`src/hw/hb_pwm_pkg.sv`:
```
// Purpose: Shared constants for the half-bridge PWM and freewheel controller.
// Assumes: pclk at 10 MHz; registers reached over APB with 32-bit data.
// Notes:   Guard times are held in pclk cycles by the timing register.
package hb_pwm_pkg;
    // ****************************************************************
    // Clock and timing
    // ****************************************************************
    localparam int CLK_PERIOD_NS  = 100;
    localparam int CCP_ACT_RST_NS = 1000;
    localparam int CCP_FW_RST_NS  = 1000;
    localparam int BLANK_RST_NS   = 2000;
    localparam logic [7:0] CCP_ACT_RST_CYC =
        8'((CCP_ACT_RST_NS + CLK_PERIOD_NS - 1) / CLK_PERIOD_NS);
    localparam logic [7:0] CCP_FW_RST_CYC =
        8'((CCP_FW_RST_NS + CLK_PERIOD_NS - 1) / CLK_PERIOD_NS);
    localparam logic [7:0] BLANK_RST_CYC =
        8'((BLANK_RST_NS + CLK_PERIOD_NS - 1) / CLK_PERIOD_NS);

    // ****************************************************************
    // Register map
    // ****************************************************************
    localparam logic [7:0] HB_CFG_BASE  = 8'h00;
    localparam logic [7:0] GLOBAL_CFG   = 8'h10;
    localparam logic [7:0] TIMING_CFG   = 8'h14;
    localparam logic [7:0] EFF_STS_BASE = 8'h20;

    // Half-bridge configuration fields.
    localparam int MODE_LSB  = 0;
    localparam int AFW_BIT   = 2;
    localparam int DCHG_LSB  = 8;
    // Global configuration fields.
    localparam int GENCHK_BIT = 0;
    localparam int PDCHG_LSB  = 8;
    // Timing fields.
    localparam int ACT_LSB   = 0;
    localparam int FW_LSB    = 8;
    localparam int BLANK_LSB = 16;
    // Status fields.
    localparam int TFALL_LSB = 0;
    localparam int TRISE_LSB = 8;
    localparam int TDOFF_LSB = 16;
    localparam int TDON_LSB  = 24;

    localparam logic [31:0] HB_CFG_RST = 32'h0000_0000;
    localparam logic [31:0] GLOBAL_RST = 32'h0000_0000;
    localparam logic [31:0] TIMING_RST = {8'h00, BLANK_RST_CYC, CCP_FW_RST_CYC,
                                          CCP_ACT_RST_CYC};

    // ****************************************************************
    // Modes and states
    // ****************************************************************
    localparam logic [1:0] MODE_LS_PWM = 2'h1;
    localparam logic [1:0] MODE_HS_PWM = 2'h2;

    typedef enum logic [2:0] {M_IDLE, M_TDON, M_RISE, M_TDOFF, M_FALL} meas_state_e;
endpackage : hb_pwm_pkg

```
`src/hw/halfbridge_pwm_freewheel_ctrl.sv`:
```
// Purpose: PWM and active freewheel command logic for four half-bridges.
// Assumes: pwm_in, node_moving and node_settled are synchronous to pclk.
// Notes:   Guard times are programmed in pclk cycles; zero acts as one in the command and freewheel delay counters.
// Function
// - Decode discharge code to increasing nominal current
// - Suppress freewheeling at very low/high duty
// - Short off time: selected MOSFET driven, load
// - High duty: delay command, opposite MOSFET off
// - Load: no freewheel if off below both guards
// - Short on time: shifted command, load assumed
// - Load: freewheel only when both times suffice
// - Generator: freewheel only when both times suffice
// - Measure switching times into four status registers
// - Rise end missed in blank: rise zero
// - Fall end missed in guard: fall zero
// - Extreme duty: all switching times zero
//
// The register offsets and the APB slave port were decided locally.
`timescale 1ns/1ps
module halfbridge_pwm_freewheel_ctrl #(
    parameter int NUM_HB = 4
) (
    input  wire logic              pclk,
    input  wire logic              presetn,
    input  wire logic              psel,
    input  wire logic              penable,
    input  wire logic              pwrite,
    input  wire logic [7:0]        paddr,
    input  wire logic [31:0]       pwdata,
    output logic      [31:0]       prdata,
    output logic                   pready,
    output logic                   pslverr,
    input  wire logic [NUM_HB-1:0] pwm_in,
    input  wire logic [NUM_HB-1:0] motor_generating,
    input  wire logic [NUM_HB-1:0] node_moving,
    input  wire logic [NUM_HB-1:0] node_settled,
    output logic      [NUM_HB-1:0] hs_gate_on,
    output logic      [NUM_HB-1:0] ls_gate_on,
    output logic      [13:0]       discharge_current [NUM_HB],
    output logic      [13:0]       predischarge_current
);
    // ****************************************************************
    // APB register file
    // ****************************************************************
    logic [31:0] hb_cfg_q [NUM_HB];
    logic [31:0] hb_cfg_d [NUM_HB];
    logic [31:0] glob_q, glob_d, tim_q, tim_d;
    logic [31:0] eff_status_q [NUM_HB];
    logic [31:0] rdata_d;
    logic        err_d, hit_d;
    logic [7:0]  act_cyc, fw_cyc, blank_cyc;
    logic        gen_check_en;

    assign act_cyc      = tim_q[hb_pwm_pkg::ACT_LSB +: 8];
    assign fw_cyc       = tim_q[hb_pwm_pkg::FW_LSB +: 8];
    assign blank_cyc    = tim_q[hb_pwm_pkg::BLANK_LSB +: 8];
    assign gen_check_en = glob_q[hb_pwm_pkg::GENCHK_BIT];
    // Zero wait states keep the master simple; every access ends at once.
    assign pready       = 1'b1;

    always_comb begin
        glob_d  = glob_q;
        tim_d   = tim_q;
        rdata_d = 32'h0000_0000;
        hit_d   = 1'b1;
        for (int i = 0; i < NUM_HB; i++) begin
            hb_cfg_d[i] = hb_cfg_q[i];
        end
        if (paddr == hb_pwm_pkg::GLOBAL_CFG) begin
            rdata_d = glob_q;
            if (pwrite) glob_d = pwdata & 32'h0000_3f01;
        end else if (paddr == hb_pwm_pkg::TIMING_CFG) begin
            rdata_d = tim_q;
            if (pwrite) tim_d = pwdata & 32'h00ff_ffff;
        end else begin
            hit_d = 1'b0;
            for (int i = 0; i < NUM_HB; i++) begin
                if (paddr == hb_pwm_pkg::HB_CFG_BASE + 8'(4 * i)) begin
                    hit_d   = 1'b1;
                    rdata_d = hb_cfg_q[i];
                    if (pwrite) hb_cfg_d[i] = pwdata & 32'h0000_3f07;
                end
                if (paddr == hb_pwm_pkg::EFF_STS_BASE + 8'(4 * i)) begin
                    hit_d   = 1'b1;
                    rdata_d = eff_status_q[i];
                end
            end
        end
        // Status words are read-only; a write there is accepted and dropped.
        err_d = !hit_d;
        if (!(psel && penable && pwrite)) begin
            glob_d = glob_q;
            tim_d  = tim_q;
            for (int i = 0; i < NUM_HB; i++) begin
                hb_cfg_d[i] = hb_cfg_q[i];
            end
        end
    end

    always_ff @(posedge pclk or negedge presetn) begin
        if (!presetn) begin
            glob_q  <= hb_pwm_pkg::GLOBAL_RST;
            tim_q   <= hb_pwm_pkg::TIMING_RST;
            prdata  <= 32'h0000_0000;
            pslverr <= 1'b0;
            for (int i = 0; i < NUM_HB; i++) begin
                hb_cfg_q[i] <= hb_pwm_pkg::HB_CFG_RST;
            end
        end else begin
            glob_q  <= glob_d;
            tim_q   <= tim_d;
            prdata  <= (psel && !penable && !pwrite) ? rdata_d : prdata;
            pslverr <= psel && !penable && err_d;
            for (int i = 0; i < NUM_HB; i++) begin
                hb_cfg_q[i] <= hb_cfg_d[i];
            end
        end
    end

    dchg_decode u_pdchg (
        .code         (glob_q[hb_pwm_pkg::PDCHG_LSB +: 6]),
        .current_10ua (predischarge_current)
    );

    // ****************************************************************
    // Per half-bridge command and measurement
    // ****************************************************************
    for (genvar g = 0; g < NUM_HB; g++) begin : g_hb
        logic [1:0] mode;
        logic       afw_en, low_duty, high_duty, extreme, generating;
        logic       load_ok, gen_ok, afw_ok, swap, pwm_is_hs, act_is_hs;
        logic       rise_edge, fall_edge;
        logic [8:0] guard_sum;
        logic       pwm_q, cmd_q, cmd_d, fw_on_q, fw_on_d;
        logic       rpend_q, rpend_d, fpend_q, fpend_d, wpend_q, wpend_d;
        logic [7:0] rt_q, rt_d, ft_q, ft_d, wt_q, wt_d;
        logic [7:0] run_q, run_d, on_len_q, on_len_d, off_len_q, off_len_d;
        hb_pwm_pkg::meas_state_e ms_q, ms_d;
        logic [7:0] mcnt_q, mcnt_d, tdly_q, tdly_d;
        logic [31:0] sts_d;

        assign mode       = hb_cfg_q[g][hb_pwm_pkg::MODE_LSB +: 2];
        assign afw_en     = hb_cfg_q[g][hb_pwm_pkg::AFW_BIT];
        assign rise_edge  = pwm_in[g] && !pwm_q;
        assign fall_edge  = !pwm_in[g] && pwm_q;
        assign guard_sum  = {1'b0, fw_cyc} + {1'b0, act_cyc};
        assign low_duty   = on_len_q < fw_cyc;
        assign high_duty  = off_len_q < act_cyc;
        assign extreme    = low_duty || high_duty;
        assign generating = gen_check_en && motor_generating[g];
        assign load_ok    = on_len_q > fw_cyc && {1'b0, off_len_q} > guard_sum;
        assign gen_ok     = off_len_q > fw_cyc && {1'b0, on_len_q} > guard_sum;
        assign afw_ok     = afw_en && !extreme && (generating ? gen_ok : load_ok);
        // At extreme duty the load case is forced, so the roles never swap.
        assign swap       = generating && afw_ok;
        assign pwm_is_hs  = mode == hb_pwm_pkg::MODE_HS_PWM;
        assign act_is_hs  = pwm_is_hs ^ swap;

        always_comb begin
            run_d     = (rise_edge || fall_edge) ? 8'h01 :
                        (run_q == 8'hff ? run_q : run_q + 8'h01);
            on_len_d  = fall_edge ? run_q : on_len_q;
            off_len_d = rise_edge ? run_q : off_len_q;
            cmd_d     = cmd_q;
            rpend_d   = rpend_q;
            fpend_d   = fpend_q;
            wpend_d   = wpend_q;
            rt_d      = rt_q;
            ft_d      = ft_q;
            wt_d      = wt_q;
            fw_on_d   = fw_on_q;
            // Both edges of the command trail the input by one freewheel guard.
            if (rpend_q) begin
                if (rt_q <= 8'h01) begin
                    cmd_d   = 1'b1;
                    rpend_d = 1'b0;
                end else rt_d = rt_q - 8'h01;
            end
            if (fpend_q) begin
                if (ft_q <= 8'h01) begin
                    cmd_d   = 1'b0;
                    fpend_d = 1'b0;
                    wpend_d = 1'b1;
                    wt_d    = act_cyc;
                end else ft_d = ft_q - 8'h01;
            end
            if (wpend_q) begin
                if (wt_q <= 8'h01) begin
                    fw_on_d = afw_ok;
                    wpend_d = 1'b0;
                end else wt_d = wt_q - 8'h01;
            end
            if (rise_edge) begin
                // Freewheel drops a full guard before the command returns.
                rpend_d = 1'b1;
                rt_d    = fw_cyc;
                wpend_d = 1'b0;
                fw_on_d = 1'b0;
            end
            if (fall_edge) begin
                fpend_d = 1'b1;
                ft_d    = fw_cyc;
            end
            if (mode != hb_pwm_pkg::MODE_LS_PWM && mode != hb_pwm_pkg::MODE_HS_PWM) begin
                cmd_d   = 1'b0;
                fw_on_d = 1'b0;
            end
        end

        always_ff @(posedge pclk or negedge presetn) begin
            if (!presetn) begin
                pwm_q     <= 1'b0;
                cmd_q     <= 1'b0;
                fw_on_q   <= 1'b0;
                rpend_q   <= 1'b0;
                fpend_q   <= 1'b0;
                wpend_q   <= 1'b0;
                rt_q      <= 8'h00;
                ft_q      <= 8'h00;
                wt_q      <= 8'h00;
                run_q     <= 8'h00;
                on_len_q  <= 8'h00;
                off_len_q <= 8'h00;
                hs_gate_on[g] <= 1'b0;
                ls_gate_on[g] <= 1'b0;
            end else begin
                pwm_q     <= pwm_in[g];
                cmd_q     <= cmd_d;
                fw_on_q   <= fw_on_d;
                rpend_q   <= rpend_d;
                fpend_q   <= fpend_d;
                wpend_q   <= wpend_d;
                rt_q      <= rt_d;
                ft_q      <= ft_d;
                wt_q      <= wt_d;
                run_q     <= run_d;
                on_len_q  <= on_len_d;
                off_len_q <= off_len_d;
                hs_gate_on[g] <= act_is_hs ? cmd_d : fw_on_d;
                ls_gate_on[g] <= act_is_hs ? fw_on_d : cmd_d;
            end
        end

        // Measures the active command's turn-on/off delay and edge time.
        always_comb begin
            ms_d   = ms_q;
            mcnt_d = (mcnt_q == 8'hff) ? mcnt_q : mcnt_q + 8'h01;
            tdly_d = tdly_q;
            sts_d  = eff_status_q[g];
            case (ms_q)
                hb_pwm_pkg::M_IDLE: begin
                    mcnt_d = 8'h00;
                    if (cmd_d && !cmd_q) ms_d = hb_pwm_pkg::M_TDON;
                    if (!cmd_d && cmd_q) ms_d = hb_pwm_pkg::M_TDOFF;
                end
                hb_pwm_pkg::M_TDON, hb_pwm_pkg::M_TDOFF: begin
                    if (node_moving[g]) begin
                        tdly_d = mcnt_q;
                        mcnt_d = 8'h00;
                        ms_d   = (ms_q == hb_pwm_pkg::M_TDON) ?
                                 hb_pwm_pkg::M_RISE : hb_pwm_pkg::M_FALL;
                    end else if (mcnt_q >= blank_cyc) begin
                        tdly_d = 8'h00;
                        mcnt_d = 8'h00;
                        ms_d   = (ms_q == hb_pwm_pkg::M_TDON) ?
                                 hb_pwm_pkg::M_RISE : hb_pwm_pkg::M_FALL;
                    end
                end
                hb_pwm_pkg::M_RISE: begin
                    if (node_settled[g] || mcnt_q >= blank_cyc) begin
                        ms_d = hb_pwm_pkg::M_IDLE;
                        sts_d[hb_pwm_pkg::TDON_LSB +: 8]  = extreme ? 8'h00 : tdly_q;
                        sts_d[hb_pwm_pkg::TRISE_LSB +: 8] =
                            (extreme || !node_settled[g]) ? 8'h00 : mcnt_q;
                    end
                end
                hb_pwm_pkg::M_FALL: begin
                    if (node_settled[g] || mcnt_q >= act_cyc) begin
                        ms_d = hb_pwm_pkg::M_IDLE;
                        sts_d[hb_pwm_pkg::TDOFF_LSB +: 8] = extreme ? 8'h00 : tdly_q;
                        sts_d[hb_pwm_pkg::TFALL_LSB +: 8] =
                            (extreme || !node_settled[g]) ? 8'h00 : mcnt_q;
                    end
                end
                default: ms_d = hb_pwm_pkg::M_IDLE;
            endcase
            if (extreme && ms_q != ms_d && ms_d == hb_pwm_pkg::M_IDLE) begin
                sts_d = 32'h0000_0000;
            end
        end

        always_ff @(posedge pclk or negedge presetn) begin
            if (!presetn) begin
                ms_q            <= hb_pwm_pkg::M_IDLE;
                mcnt_q          <= 8'h00;
                tdly_q          <= 8'h00;
                eff_status_q[g] <= 32'h0000_0000;
            end else begin
                ms_q            <= ms_d;
                mcnt_q          <= mcnt_d;
                tdly_q          <= tdly_d;
                eff_status_q[g] <= sts_d;
            end
        end

        dchg_decode u_dchg (
            .code         (hb_cfg_q[g][hb_pwm_pkg::DCHG_LSB +: 6]),
            .current_10ua (discharge_current[g])
        );

        // ************************************************************
        // Checks
        // ************************************************************
        AST_NO_SHOOT: assert property (@(posedge pclk) disable iff (!presetn)
            !(hs_gate_on[g] && ls_gate_on[g]))
            else $error("both gates of one half-bridge on");
        AST_EXTREME_NO_FW: assert property (@(posedge pclk) disable iff (!presetn)
            extreme |=> !fw_on_q || $past(fw_on_q))
            else $error("freewheel started at extreme duty");
        AST_SHORT_OFF_NO_FW: assert property (@(posedge pclk) disable iff (!presetn)
            (wpend_q && wt_q <= 8'h01 && {1'b0, off_len_q} <= guard_sum
             && !generating && !rise_edge) |=> !fw_on_q)
            else $error("freewheel with off time below both guards");
        AST_EXTREME_LOAD: assert property (@(posedge pclk) disable iff (!presetn)
            extreme |-> !swap)
            else $error("roles swapped at extreme duty");
        AST_CMD_DELAY: assert property (@(posedge pclk) disable iff (!presetn)
            (rise_edge && fw_cyc == 8'h03 && !fpend_q && mode == hb_pwm_pkg::MODE_HS_PWM)
            |=> !cmd_q ##1 !cmd_q ##1 !cmd_q ##1 cmd_q)
            else $error("command not delayed by the freewheel guard");
        AST_RISE_ZERO: assert property (@(posedge pclk) disable iff (!presetn)
            (ms_q == hb_pwm_pkg::M_RISE && !node_settled[g] && mcnt_q >= blank_cyc)
            |=> eff_status_q[g][hb_pwm_pkg::TRISE_LSB +: 8] == 8'h00)
            else $error("missed rise end not reported as zero");
        AST_FALL_ZERO: assert property (@(posedge pclk) disable iff (!presetn)
            (ms_q == hb_pwm_pkg::M_FALL && !node_settled[g] && mcnt_q >= act_cyc)
            |=> eff_status_q[g][hb_pwm_pkg::TFALL_LSB +: 8] == 8'h00)
            else $error("missed fall end not reported as zero");
        AST_EXTREME_ZERO: assert property (@(posedge pclk) disable iff (!presetn)
            (ms_q == hb_pwm_pkg::M_RISE && ms_d == hb_pwm_pkg::M_IDLE && extreme)
            |=> eff_status_q[g][31:24] == 8'h00 && eff_status_q[g][15:8] == 8'h00)
            else $error("switching times not zero at extreme duty");
        AST_STS_HOLD: assert property (@(posedge pclk) disable iff (!presetn)
            (ms_q == hb_pwm_pkg::M_IDLE) |=> $stable(eff_status_q[g]))
            else $error("status changed without a measurement");
        COV_FW: cover property (@(posedge pclk) disable iff (!presetn) $rose(fw_on_q));
        COV_SWAP: cover property (@(posedge pclk) disable iff (!presetn) swap && cmd_q);
        COV_EXT: cover property (@(posedge pclk) disable iff (!presetn) extreme && cmd_q);
    end
endmodule : halfbridge_pwm_freewheel_ctrl

```
`src/hw/dchg_decode.sv`:
```
// Purpose: Decodes a 6-bit discharge current code into a nominal current.
// Assumes: Output is in units of 10 uA.
// Notes:   Pure lookup, no state.
`timescale 1ns/1ps
module dchg_decode (
    input  wire logic [5:0]  code,
    output logic      [13:0] current_10ua
);
    // ****************************************************************
    // Nominal current table, strictly increasing
    // ****************************************************************
    localparam logic [13:0] TABLE [64] = '{
        14'd50,   14'd65,   14'd85,   14'd110,  14'd135,  14'd170,  14'd210,  14'd250,
        14'd310,  14'd370,  14'd430,  14'd500,  14'd570,  14'd650,  14'd730,  14'd820,
        14'd920,  14'd1020, 14'd1120, 14'd1230, 14'd1350, 14'd1480, 14'd1610, 14'd1740,
        14'd1880, 14'd2030, 14'd2190, 14'd2350, 14'd2520, 14'd2690, 14'd2860, 14'd3040,
        14'd3220, 14'd3400, 14'd3580, 14'd3760, 14'd3940, 14'd4130, 14'd4320, 14'd4510,
        14'd4700, 14'd4900, 14'd5100, 14'd5300, 14'd5500, 14'd5700, 14'd5900, 14'd6110,
        14'd6320, 14'd6540, 14'd6770, 14'd7000, 14'd7240, 14'd7480, 14'd7720, 14'd7960,
        14'd8210, 14'd8460, 14'd8710, 14'd8960, 14'd9220, 14'd9480, 14'd9740, 14'd10000
    };

    assign current_10ua = TABLE[code];
endmodule : dchg_decode

```
`config.mk`:
```
export PLATFORM = sky130hd
export DESIGN_NAME = halfbridge_pwm_freewheel_ctrl
export DESIGN_NICKNAME = d
export VERILOG_FILES = /design/src/hw/hb_pwm_pkg.sv /design/src/hw/halfbridge_pwm_freewheel_ctrl.sv /design/src/hw/dchg_decode.sv
export SDC_FILE = /design/constraint.sdc
export NUM_CORES = 2
export LEC_CHECK = 0
export ABC_AREA = 1
export BUFFER_PORTS_ARGS = -buffer_cell sky130_fd_sc_hd__buf_2
export CORE_ASPECT_RATIO = 1.2
export CORE_MARGIN = 3
export CORE_UTILIZATION = 40
export DETAILED_ROUTE_END_ITERATION = 7
export SYNTH_ARGS = -nofsm -noshare
export SYNTH_HDL_FRONTEND = slang
export SYNTH_SLANG_ARGS = --single-unit
```
`constraint.sdc`:
```
create_clock -name pclk -period 5.15 [get_ports pclk]
set_input_delay 0.515 -clock pclk [delete_from_list [all_inputs] [get_ports pclk]]
set_output_delay 0.515 -clock pclk [all_outputs]
set_load 0.05 [all_outputs]
```
==> impl_metrics.yaml <==
finish:
  syn2layout_area_growth_pct: 11.7
  final_layout_size_suffix_gt1_frac: 0.0790
  final_area_sq_mm: 0.0392
  nFillCells: 8765
  finalNetCount: 5165
  fin_util: 0.452
yosys:
  synthDominantCellAreaShare: 0.372
  synthCells: 4663
  synthFlopType: "dfrtp_1"
  synth_area_per_cell_sq_um: 7.52
  synthTopCellsByArea: "dfrtp_1, ha_1, nand2_1"
  synth-seq-cells: 528
  synth.distinct_cells: 66
  yosys.area.top_type: "dfrtp_1"
  synthesis.nets: 5042
  async_flop_share: 1.00
  ys_warn_count: 0
  yosysMostFrequentCell: "nand2_1"
  syn-cell-area_sq_mm: 0.0351
  yosysSeqAreaShare: 0.377
  synthTopCellsByCount: "nand2_1, inv_1, dfrtp_1, nor2_1, o21ai_0"
  synth_edf_count: 0
cts:
  htree_levels: 2
  clk_pin_slew_worst_paths_ns: 0.06
  clkLatencyLatePin_ns: 0.66
  clockRootBuffer: "clkbuf_16"
  cts_buffers: 57
  cts-resized-gates: 0
  cts_tree: "built"
  clkSinkCount: 528
  cts_max_path_buffers: 3
  post_cts_buffers: 0
critical_path:
  required_ns: 4.64
  cp_num_buf_inv: 4
  rr_worst_depth: 18
  max_stage_delay_ns: 0.74
  cp_slowest_cell: "dfrtp_1"
  critPathArrivalTime_ns: 3.71
  cp_common_cell: "inv_1"
  startpoint_type: "flip-flop"
  path_class: "flip-flop to output pin"
  crit_fanout: 15
  r2r_start: "tim_q[12]$_DFFE_PN0P_"
  r2r-end: "ls_gate_on[2]$_DFF_PN0_"
  worstPathCellList: "inv_1, ha_1, inv_1, o21ai_0, inv_1, o21ai_0, a2111oi_0, a21oi_1, buf_2"
  critPathCaptureType: "output pin"
  rrSetupSlack_ns: 1.16
  cp_top_family: "compound AO/OA/AOI/OAI gates"
global_routing:
  grt_pass1_vias: 31450
  antenna_found_initial: 2
  grt_max_degree: 115
  grt_pass1_wl_um: 182000
  gr-total-overflow: 0
  grt_usage: 0.251
routing:
  antenna_left: 0
  wl_um: 117000
  via_count: 32974
  wl_per_cell_um: 19.6
  firstDrtPassIters: 6
  drc: 0
  initialDrtViolationCount: 2791
  via_per_inst: 5.52
sta:
  relSlewSlack: 0.323
  period_minus_slack_ns: 4.23
  max_freq_ghz: 0.237
  fin_setup_tns_ns: 0
  rsz0062_at_grt: "false"
  maxSlewViolCount: 0
  hold_viol: 0
  fin_ws_ns: 0.924
  worstMarginPinSlew_ns: 1.01
  setup_violations: 0
  fin_crit_sh: 0.820
  skew_ns: 0.0395
die:
  die_width_um: 276
  dieArea_sq_mm: 0.0913
  initial_core_util: 0.405
  die_y_um: 330
  rows: 118
  coreArea_sq_mm: 0.0867
  ioPinCount: 173
pwr:
  p_int_mw: 8.67
  switching_power_mw: 5.01
  p_comb_frac: 0.298
  pwr-share-seq: 0.378
  swShare: 0.366
  pwr-share-clk: 0.324
  leakage_nw: 20.0
  powerDensity_mw_per_mm2: 349
  ir_drop_uv: 261
worst_hold_path:
  min_from: "pwm_in[2]"
  min_to: "g_hb[2].pwm_q$_DFF_PN0_"
  worstHoldPathCells: 1
  min_path_type: "input pin to flip-flop"
run_status:
  status: "completed"
placement:
  placed_cell_area_sq_mm: 0.0371
  dpl.hpwl_um: 87400
  post-place-ws_ns: 1.24
  gp_congestion: 0.921
  portBuffers: 163
flow_run:
  maxCapViolations: 0
-- how the worst max path moves through the flow --
| stage | from | end | cells after the start |
|---|---|---|---|
| 2_1_floorplan | tim_q[8]$_DFFE_PN0P_ | hs_gate_on[1]$_DFF_PN0_ | 19 |
| 3_3_place_gp | tim_q[12]$_DFFE_PN0P_ | hs_gate_on[2]$_DFF_PN0_ | 18 |
| 3_5_place_dp | tim_q[12]$_DFFE_PN0P_ | ls_gate_on[2]$_DFF_PN0_ | 18 |
| 4_1_cts | hb_cfg_q[73]$_DFFE_PN0P_ | discharge_current[35] | 9 |
| 5_1_grt | glob_q[9]$_DFFE_PN0P_ | predischarge_current[7] | 9 |
| 6_report | hb_cfg_q[73]$_DFFE_PN0P_ | discharge_current[35] | 9 |
-- routing by layer --
metal | GRT usage | part of all wire | vias up
met5 | 0 | 0 | -
met4 | 0.0844 | 0.033 | 0
met3 | 0.0336 | 0.060 | 206
met2 | 0.431 | 0.48 | 1139
met1 | 0.327 | 0.43 | 15723
li1 | - | - | 15906
-- through the flow --
stage / hold WS (ns) / power [mW] / instances
floorplan: 0.219 / 8.13 / 4663
global placement: 0.458 / 9.22 / 5863
detailed placement: 0.469 / 9.29 / 5863
CTS: 0.00223 / 13.8 / 5974
global route: 0.0262 / 14.6 / 5975
finish: 0.0278 / 13.7 / 5976
-- layout by cell type (no fill, tap or decap), drive strengths merged, types with 6 or more instances in the layout --
cell type and n:
a21boi 7, nand3 338, dfstp 6, a21oi 301
o311ai 17, o22ai 46, a32o 11, or2 16
o2111ai 11, nand4 33, clkbuf 84, a211oi 28
ha 317, a221oi 39, o21a 16, nor4 8
nand2 986, buf 213, a2111oi 7, xor2 33
o221ai 27, nor2 511, mux2 17, bufinv 7
clkinv 17, a22oi 28, a221o 10, dfrtp 522
a31oi 19, mux2i 8, clkinvlp 6, xnor2 26
nor3 44, a32oi 6, o31ai 8, inv 604
o21ai 392, o211ai 32
-- registers in the layout (all words and copies together) (netlist names), 7 cells and up --
name,cells
g_hb.off_len_q,32
hb_cfg_q,24
tim_q,24
glob_q,7
g_hb.ms_q,12
g_hb.run_q,32
g_hb.ft_q,32
g_hb.tdly_q,32
g_hb.wt_q,32
prdata,32
g_hb.mcnt_q,32
g_hb.on_len_q,32
g_hb.mode,8
eff_status_q,128
g_hb.rt_q,32
-- repair_timing --
action                     CTS  global route
setup endpoints to repair    0             0
hold endpoints to repair    80             0
hold buffers                 4             0
-- logic make-up after synthesis --
logic type | synth area share
simple gates | 0.231
mux | 0.00774
other cells | 0.000107
xor+xnor | 0.0147
buf+inv | 0.0835
flops | 0.377
compound gates | 0.172
fa+ha+maj | 0.114
-- cell type report --
cell class	count	area (sq um)	area share
clock buffers	84	1680	0.0428
flip-flops and latches	528	13200	0.338
clock inverters	23	335	0.00856
repair buffers	217	1280	0.0326
multi-input cells	3371	18900	0.483
well taps	1140	1430	0.0364
diodes	2	5.00	0.000128
inverters	611	2290	0.0586
-- worst reg2reg max path, cell delays in order (launching register included) --
cell	delay, ns
dfrtp_1	0.89
ha_1	0.39
inv_1	0.11
nor2_1	0.06
nor2_1	0.15
xor2_1	0.56
buf_4	0.27
ha_1	0.23
and3_1	0.19
nand3_1	0.08
nand2_1	0.05
nand3b_1	0.18
nand2_1	0.09
nand3_1	0.07
nor2_1	0.24
nor2_1	0.06
nor2_1	0.16
nand2_1	0.08
nand2_1	0.06
-- power by group through the flow --
stage          Sequential, mW  Clock, mW  Combinational (mW)
3_3_place_gp             5.22          0                4.00
6_report                 5.17       4.43                4.07
2_1_floorplan            5.12          0                3.01
4_1_cts                  5.17       4.51                4.08
3_5_place_dp             5.23          0                4.06
5_1_grt                  5.24       4.68                4.66
Note: power is estimated with default switching activity, not from simulation.
